===== src/timer_mode_defs.vh =====
// Constants for the timer mode control block
// ****************************************
// Function
// - With the counter select bit at 0 the count advances on every system clock.
// - With the counter select bit at 1 the count advances on each falling edge of the event count pin.
// - With the capture/reload select bit at 1 a trigger pin falling edge captures rather than reloads.
// - With capture/reload select at 0 the count reloads on overflow, and with no baud select on a trigger fall when trigger enable is 1.
// - With either baud select set the capture/reload select is ignored and overflow always reloads.
// - In auto-reload mode each overflow sets the overflow flag and loads the count from the reload pair.
// - In capture mode overflow sets the flag, and with trigger enable a trigger fall copies the count to the reload pair.
// - With a baud select set and run on, overflow pulses go to the serial port as its baud tick.
// - The mode comes from baud selects, capture/reload select and run; run at 0 stops the timer.
// ****************************************
`ifndef TIMER_MODE_DEFS_VH
`define TIMER_MODE_DEFS_VH
`define ADDR_CONTROL        4'h0
`define ADDR_COUNT_LOW      4'h1
`define ADDR_COUNT_HIGH     4'h2
`define ADDR_RELOAD_LOW     4'h3
`define ADDR_RELOAD_HIGH    4'h4
`define BIT_RUN             2
`define BIT_COUNTER_SEL     1
`define BIT_CAPTURE_SEL     0
`define BIT_TRIGGER_EN      3
`define BIT_TX_BAUD         4
`define BIT_RX_BAUD         5
`define BIT_TRIGGER_FLAG    6
`define BIT_OVERFLOW_FLAG   7
`define CONTROL_RESET       8'h00
`define COUNT_RESET         16'h0000
`define RELOAD_RESET        16'h0000
`endif


===== src/pin_edge_sync.v =====
// Two-stage synchroniser with falling edge detect
`timescale 1ns/1ps
module pin_edge_sync (
  input  wire clk,
  input  wire resetn,
  input  wire pinIn,
  output reg  fallPulse
);
  reg stageA;
  reg stageB;
  reg stageC;
  // Only stageB and stageC feed the edge detect; stageA is metastability guard
  always @(posedge clk or negedge resetn) begin
    if (!resetn) begin
      stageA    <= 1'b1;
      stageB    <= 1'b1;
      stageC    <= 1'b1;
      fallPulse <= 1'b0;
    end else begin
      stageA    <= pinIn;
      stageB    <= stageA;
      stageC    <= stageB;
      fallPulse <= stageC & ~stageB;
    end
  end
endmodule // pin_edge_sync


===== src/timer_mode_control.v =====
// Sixteen-bit timer with auto-reload, capture and baud generator modes
//
// The register addresses and the Wishbone register port were decided locally.
`timescale 1ns/1ps
`include "timer_mode_defs.vh"
module timer_mode_control (
  input  wire        clk,
  input  wire        resetn,
  input  wire [31:0] wb_adr_i,
  input  wire [31:0] wb_dat_i,
  output reg  [31:0] wb_dat_o,
  input  wire        wb_we_i,
  input  wire [3:0]  wb_sel_i,
  input  wire        wb_cyc_i,
  input  wire        wb_stb_i,
  output reg         wb_ack_o,
  input  wire        eventCountPin,
  input  wire        triggerInputPin,
  output reg         baudTick,
  output reg         overflowFlag
);
  // ****************************************
  // Mode decode
  // ****************************************
  localparam [3:0] MODE_STOP    = 4'b0001;
  localparam [3:0] MODE_RELOAD  = 4'b0010;
  localparam [3:0] MODE_CAPTURE = 4'b0100;
  localparam [3:0] MODE_BAUD    = 4'b1000;

  function [3:0] decodeMode;
    input run;
    input baud;
    input capSel;
    begin
      if (!run)
        decodeMode = MODE_STOP;
      else if (baud)
        decodeMode = MODE_BAUD;
      else if (capSel)
        decodeMode = MODE_CAPTURE;
      else
        decodeMode = MODE_RELOAD;
    end
  endfunction

  function [7:0] mergeByte;
    input [7:0] oldVal;
    input [7:0] newVal;
    input       laneEn;
    begin
      mergeByte = laneEn ? newVal : oldVal;
    end
  endfunction

  reg  [7:0]  control_reg;
  reg  [15:0] count_reg;
  reg  [15:0] reload_reg;
  reg  [15:0] count_next;
  reg  [15:0] reload_next;
  wire        eventFall;
  wire        triggerFall;

  // ****************************************
  // Pin synchronisers
  // ****************************************
  pin_edge_sync eventSync (
    .clk       (clk),
    .resetn    (resetn),
    .pinIn     (eventCountPin),
    .fallPulse (eventFall)
  );

  pin_edge_sync triggerSync (
    .clk       (clk),
    .resetn    (resetn),
    .pinIn     (triggerInputPin),
    .fallPulse (triggerFall)
  );

  wire        runControl  = control_reg[`BIT_RUN];
  wire        counterSel  = control_reg[`BIT_COUNTER_SEL];
  wire        captureSel  = control_reg[`BIT_CAPTURE_SEL];
  wire        trigEnable  = control_reg[`BIT_TRIGGER_EN];
  wire        baudSel     = control_reg[`BIT_TX_BAUD] | control_reg[`BIT_RX_BAUD];
  wire [3:0]  mode        = decodeMode(runControl, baudSel, captureSel);

  // ****************************************
  // Count step and events
  // ****************************************
  wire        stepEn      = (mode != MODE_STOP) & (counterSel ? eventFall : 1'b1);
  wire        overflow    = stepEn & (count_reg == 16'hFFFF);
  wire        trigUsed    = trigEnable & triggerFall & (mode != MODE_STOP);
  wire        trigReload  = trigUsed & (mode == MODE_RELOAD);
  wire        trigCapture = trigUsed & (mode == MODE_CAPTURE);

  // Bus access decode
  wire        busReq      = wb_cyc_i & wb_stb_i & ~wb_ack_o;
  wire [3:0]  regIndex    = wb_adr_i[5:2];
  wire        mapped      = (wb_adr_i[31:6] == 26'h000_0000) & (regIndex <= `ADDR_RELOAD_HIGH);
  // Unmapped writes would otherwise alias onto the low registers through regIndex
  wire        busWrite    = busReq & wb_we_i & wb_sel_i[0] & mapped;

  always @* begin
    count_next  = count_reg;
    reload_next = reload_reg;
    if (stepEn)
      count_next = count_reg + 16'h0001;
    // Baud mode forces reload on overflow whatever the capture select says
    if (overflow && (mode != MODE_CAPTURE))
      count_next = reload_reg;
    if (trigReload)
      count_next = reload_reg;
    if (trigCapture)
      reload_next = count_reg;
    // Software writes last: they win over a same-cycle hardware update of the count
    if (busWrite && regIndex == `ADDR_COUNT_LOW)
      count_next[7:0] = wb_dat_i[7:0];
    if (busWrite && regIndex == `ADDR_COUNT_HIGH)
      count_next[15:8] = wb_dat_i[7:0];
    if (busWrite && regIndex == `ADDR_RELOAD_LOW)
      reload_next[7:0] = wb_dat_i[7:0];
    if (busWrite && regIndex == `ADDR_RELOAD_HIGH)
      reload_next[15:8] = wb_dat_i[7:0];
  end

  // ****************************************
  // Registers and flags
  // ****************************************
  reg [7:0] control_next;
  always @* begin
    control_next = control_reg;
    if (busWrite && regIndex == `ADDR_CONTROL)
      control_next = mergeByte(control_reg, wb_dat_i[7:0], 1'b1);
    // Hardware set wins over a same-cycle software clear
    if (overflow && (mode != MODE_BAUD))
      control_next[`BIT_OVERFLOW_FLAG] = 1'b1;
    if (trigUsed)
      control_next[`BIT_TRIGGER_FLAG] = 1'b1;
  end

  always @(posedge clk or negedge resetn) begin
    if (!resetn) begin
      control_reg  <= `CONTROL_RESET;
      count_reg    <= `COUNT_RESET;
      reload_reg   <= `RELOAD_RESET;
      baudTick     <= 1'b0;
      overflowFlag <= 1'b0;
    end else begin
      control_reg  <= control_next;
      count_reg    <= count_next;
      reload_reg   <= reload_next;
      baudTick     <= overflow & (mode == MODE_BAUD);
      overflowFlag <= control_next[`BIT_OVERFLOW_FLAG];
    end
  end

  // ****************************************
  // Wishbone slave
  // ****************************************
  // Every access, mapped or not, is answered one cycle after the strobe
  always @(posedge clk or negedge resetn) begin
    if (!resetn) begin
      wb_ack_o <= 1'b0;
      wb_dat_o <= 32'h0000_0000;
    end else begin
      wb_ack_o <= busReq;
      wb_dat_o <= 32'h0000_0000;
      if (busReq && !wb_we_i && mapped) begin
        case (regIndex)
          `ADDR_CONTROL:     wb_dat_o <= {24'h00_0000, control_reg};
          `ADDR_COUNT_LOW:   wb_dat_o <= {24'h00_0000, count_reg[7:0]};
          `ADDR_COUNT_HIGH:  wb_dat_o <= {24'h00_0000, count_reg[15:8]};
          `ADDR_RELOAD_LOW:  wb_dat_o <= {24'h00_0000, reload_reg[7:0]};
          `ADDR_RELOAD_HIGH: wb_dat_o <= {24'h00_0000, reload_reg[15:8]};
          default:           wb_dat_o <= 32'h0000_0000;
        endcase
      end
    end
  end
endmodule // timer_mode_control


===== config.mk =====
export PLATFORM = sky130hd
export DESIGN_NAME = timer_mode_control
export DESIGN_NICKNAME = d
export VERILOG_FILES = /design/src/pin_edge_sync.v /design/src/timer_mode_control.v
export VERILOG_INCLUDE_DIRS = /design/src /design/src/src
export SDC_FILE = /design/constraint.sdc
export NUM_CORES = 1
export LEC_CHECK = 0
export ABC_CLOCK_PERIOD_IN_PS = 3230
export BUFFER_PORTS_ARGS = -buffer_cell sky130_fd_sc_hd__buf_2
export CORE_AREA = 4 4 105 107
export DETAILED_ROUTE_END_ITERATION = 10
export DIE_AREA = 0 0 109 111
export SLEW_MARGIN = 25
export SYNTH_ARGS = -nofsm -noshare
export SYNTH_HDL_FRONTEND = slang
export SYNTH_SLANG_ARGS = --single-unit

===== constraint.sdc =====
create_clock -name clk -period 3.23 [get_ports clk]
set_input_delay 0.646 -clock clk [delete_from_list [all_inputs] [get_ports clk]]
set_output_delay 0.646 -clock clk [all_outputs]
set_load 0.01 [all_outputs]

* Word level (Yosys, flattened, before mapping)
Index checks and enable logic that the tools add are counted.
** Word-level totals
- Register bits :: 82
- Output and inout bits :: 35
- Word-level logic and storage cells :: 85
** Cells by class
- Add/sub/neg operators :: 1
- $lt $le $gt $ge :: 1
- Eq/ne operators :: 11
- Multiplexer cells :: 17
- Bitwise logic cells :: 19
- Reductions and logical operators :: 18
** Operators by type and width (number)
- 16-bit 2-to-1 mux :: 4
- 8-bit 2-to-1 mux :: 6
- 8-bit case mux with 5 select lines :: 1
- 26-bit zero test :: 1
- 16-bit by 1-bit adder with 16-bit output (second input constant) :: 1
- 16-bit == test (second input constant) :: 1
- 1-bit bitwise AND :: 15
- 4-bit by 2-bit == test with 1-bit output (second input constant) :: 3
- 1-bit logical AND :: 9
- 4-bit by 3-bit == test with 1-bit output (second input constant) :: 2
- 4-bit 2-to-1 mux :: 2
- 2-bit nonzero test :: 4
- 4-bit nonzero test :: 2
- 4-bit by 1-bit == test with 1-bit output (second input constant) :: 1
- 4-bit == test (second input constant) :: 1
- 4-bit by 3-bit <= comparator with 1-bit output (second input constant) :: 1
- 4-bit zero test :: 1
- 4-bit by 1-bit != test with 1-bit output (second input constant) :: 1
- 4-bit by 3-bit != test with 1-bit output (second input constant) :: 1
- 4-bit != test (second input constant) :: 1
- 1-bit 2-to-1 mux :: 3
- 3-bit 2-to-1 mux :: 1
- 1-bit inverter :: 3
- 1-bit zero test :: 1
- 1-bit OR :: 1

* Longest topological paths before layout
- Depth in word-level cells :: 10
- Gate-level depth with buffers :: 8
- Mapped depth without buffers :: 6

* Hierarchy
From an unflattened synthesis, not the netlist that was laid out.
** Unflattened totals
- Cell total of the unflattened synthesis :: 347
- Area total of the unflattened synthesis :: 3254.4 µm²
** Modules (own cells, without submodules)
- timer_mode_control :: times used 1, cells an instance 337, area each 3019.1 µm², sequential area each 1251.2 µm²
- pin_edge_sync :: times used 2, cells an instance 5, area each 117.6 µm², sequential area each 103.8 µm²

* Least setup slack after synthesis
Ideal clock, no wire load.
- Kind :: register to register
- Start point :: reg count_reg[0]
- End point :: reg count_reg[0]
- Setup time :: 0.128 ns
- Data arrival time :: 2.496 ns
- Data required time :: 3.102 ns
- Path slack :: 0.606 ns
- Cell stages (with the launch flop) :: 8
- Buffers on the path :: 1
- Period minus slack after synthesis :: 2.624 ns
- Cell sequence :: dfrtp_1 ha_1 nand3_2 or4_1 buf_2 o31ai_4 mux2_1 mux2_1
** Between the ends
- Cells in the longest elaborated chain, start to end :: 6
** Ends and longest elaborated chain
- start, declared :: line timer_mode_control.v:56 : reg [15:0] count_reg;
- start signal, assigned :: line timer_mode_control.v:144 : count_reg <= `COUNT_RESET;
- start signal, assigned :: line timer_mode_control.v:150 : count_reg <= count_next;
- branches (longest 6 deep; another with 16-bit by 1-bit adder with 16-bit output)
Several ways; the timed one is not identified. The select of a mux whose other input is x is not followed.
A chain may end at the register's enable or synchronous reset.

* Worst setup path in the final report
- Start point :: reg count_reg[1]
- End point :: reg count_reg[0]
** Between the ends
- Cells in the longest elaborated chain, start to end :: 6
** Ends and longest elaborated chain
- 16-bit == test (*) :: line timer_mode_control.v:91 : wire overflow = stepEn & (count_reg == 16'hFFFF);
- 1-bit bitwise AND (*) :: line timer_mode_control.v:91
- 1-bit logical AND (*) :: line timer_mode_control.v:109 : if (overflow && (mode != MODE_CAPTURE))
- 16-bit 2-to-1 mux :: line timer_mode_control.v:109
- 16-bit 2-to-1 mux :: line timer_mode_control.v:111 : if (trigReload)
- 8-bit 2-to-1 mux :: line timer_mode_control.v:116 : if (busWrite && regIndex == `ADDR_COUNT_LOW)
Mark *: on every way between the ends. The rest lies on a longest branch, timed or not.

==> flow_summary.toml <==
[status]
outcome = "finished, final reports clean"

[placed_design]
dp_slack_ns = 0.534
port_buffers = 56
dp.cells = 519
dp_hpwl_um = 6270
routabilityCongestion = 0.837
place_area_um2 = 3820

[floorplanning]
dieArea_um2 = 12100
die_x_um = 109
rows = 37
die_h_um = 111
fp.coreArea_um2 = 10100
initial_core_util = 0.339
ios = 110

[final_layout]
finalNonFillerCells = 535
area_growth_pct = 16.9
post-route-util = 0.396
layout.nets = 470
antenna_cells = 0
drive_above_1_share = 0.273
fin_area_um2 = 4020

[sta]
fin_tns_setup_ns = 0
setup_ws_ns = 0.502
skew_ns = 0.00669
hold-worst-slack_ns = 0.280
min_period_ns = 2.73
finalSetupViolations = 0
clock.fmax_mhz = 367
min_period_over_period = 0.845
timing.final.max_slew_violations = 0
hold_viol = 0
rsz0062_at_grt = "false"
max_slew_margin = 0.636
tightest_slew_ns = 0.545

[yosys]
yosys_most_used_dff = "dfrtp_1"
synth_area_leaders = "dfrtp_1 (38%), mux2_1 (9.2%), mux2i_1 (6.4%)"
synth.most_common_cell = "dfrtp_1"
async_reset_ff_frac = 1.00
yosys-top-cells-count = "dfrtp_1 (52), mux2_1 (28), buf_4 (25)"
synth_top_cell_area_share = 0.379
yosysWarnings = 0
yosysTopAreaCell = "dfrtp_1"
synth_area_um2 = 3440
synth.distinct_cells = 48
ys_seq_area_frac = 0.425
syn_area_per_cell_um2 = 10.4
synthCells = 331
synth-seq-cells = 58
synth_edf_count = 0

[min_path]
hold_path.class = "primary input to asynchronous set/reset pin"

[worst_setup_path]
worst-path-max-fanout = 8
cp_data_arrival_time_ns = 2.96
cp-end-kind = "register"
max_stage_delay_ns = 0.71
cp_cell_sequence = "ha_1 > nand3_2 > or4_1 > o31ai_4 > mux2_1 > mux2_1"
criticalPathCategory = "register to register"
worstPathRequired_ns = 3.46
crit_top_cell = "mux2_1"
cp_top_family = "simple AND/OR/NAND/NOR gates"
critical-path-slowest-cell = "or4_1"
worstPathBufferInverterCount = 0
start_kind = "register"

[clock_tree]
postCtsHoldBufs = 0
post-cts-setup-buffer-count = 0
cts_resized = 0
clk_pin_slew_ns = 0.07
cts_tree = "done"
cts_root_buf = "clkbuf_8"
cts_buffers = 9
cts_buffer_depth = 2
h-tree-depth = 3
worstSkewPairLatency_ns = 0.35
cts_sinks = 58

[routing]
drtAntennaViolNets = 0
vias = 2796
drc = 0
firstDrtPassIters = 7
avgViaCountPerCell = 5.23
routed_wl_um = 8680
drt_iter0_markers = 208
routedWlPerCell_um = 16.2

[global_route]
antenna_found_initial = 0
grt_max_degree = 35
grt_pass1_vias = 2654
grt_pass1_wl_um = 13600
grt_use_total = 0.145
grt_overflow = 0

[power_and_ir_drop]
p_leak_nw = 1.81
report.power.total_mw = 1.49
vdd_drop_max_mv = 0.253
p_per_area_nw_per_um2 = 371

[run]
drv_cap = 0
==> layout by cell type, fill, tap and decap left out, drive strengths merged, types with 6 or more instances in the layout <==
cell type and count:
a22oi 9, buf 68, nand2 18, a31oi 6
conb 24, clkbuf 9, nor2 19, mux2 37
and2 8, nor4 12, a21oi 15, a222oi 8
nand3 11, dfrtp 52, dfstp 6, mux2i 22
o21ai 12
==> worst register-to-register path, delay by kind of cell, from the launching register on <==
| family | cells | cell delay, ns |
|---|---|---|
| simple gates | 2 | 0.91 |
| mux | 2 | 0.64 |
| flops | 1 | 0.45 |
| compound gates | 1 | 0.38 |
| fa+ha+maj | 1 | 0.24 |
==> worst paths after layout <==
| kind | from | cells after the start | end | slack [ns] |
|---|---|---|---|---|
| min in group clk | eventSync.stageA | 0 | eventSync.stageB | 0.36 |
| max | count_reg[1] | 6 | count_reg[0] | 0.50 |
| min reg2reg | eventSync.stageA | 0 | eventSync.stageB | 0.36 |
| max reg2reg | count_reg[1] | 6 | count_reg[0] | 0.50 |
| max in group asynchronous | resetn | 2 | wb_dat_o[7] | 2.10 |
| min | resetn | 1 | control_reg[3] | 0.28 |
==> layer usage <==
metal	part of all wire	GRT usage	wire, um	vias up
met3	0.071	0.0402	612	9
li1	-	-	-	1314
met1	0.44	0.193	3820	1371
met5	0	0	0	-
met2	0.48	0.233	4150	102
met4	0.010	0.0345	87	0
==> area by class of cell <==
class                   count  area [um^2]
clock buffers               9          124
multi-input cells         254         1810
inverters                   3         11.3
clock inverters             7         70.1
well taps                 136          170
fillers                  1012         6120
flip-flops and latches     58         1460
repair buffers             68          370
==> cells by family (layout without fill, tap and decap cells) <==
family	count (synthesis)	in the layout	share of synthesized area
muxes	59	59	0.185
and+or+nand+nor	102	102	0.165
xor gates and xnor gates	8	8	0.0204
buffers and inverters	42	87	0.0768
DFF	58	58	0.425
adders and majority gates	1	1	0.00364
other	1	24	0.00109
AOI/OAI and AO/OA	60	60	0.123
==> report_power, final <==
group | internal, mW | switching (mW)
combinational | 0.0304 | 0.0584
clock | 0.352 | 0.311
sequential | 0.735 | 0.00180
No activity file was read; power rests on OpenSTA's default activity.
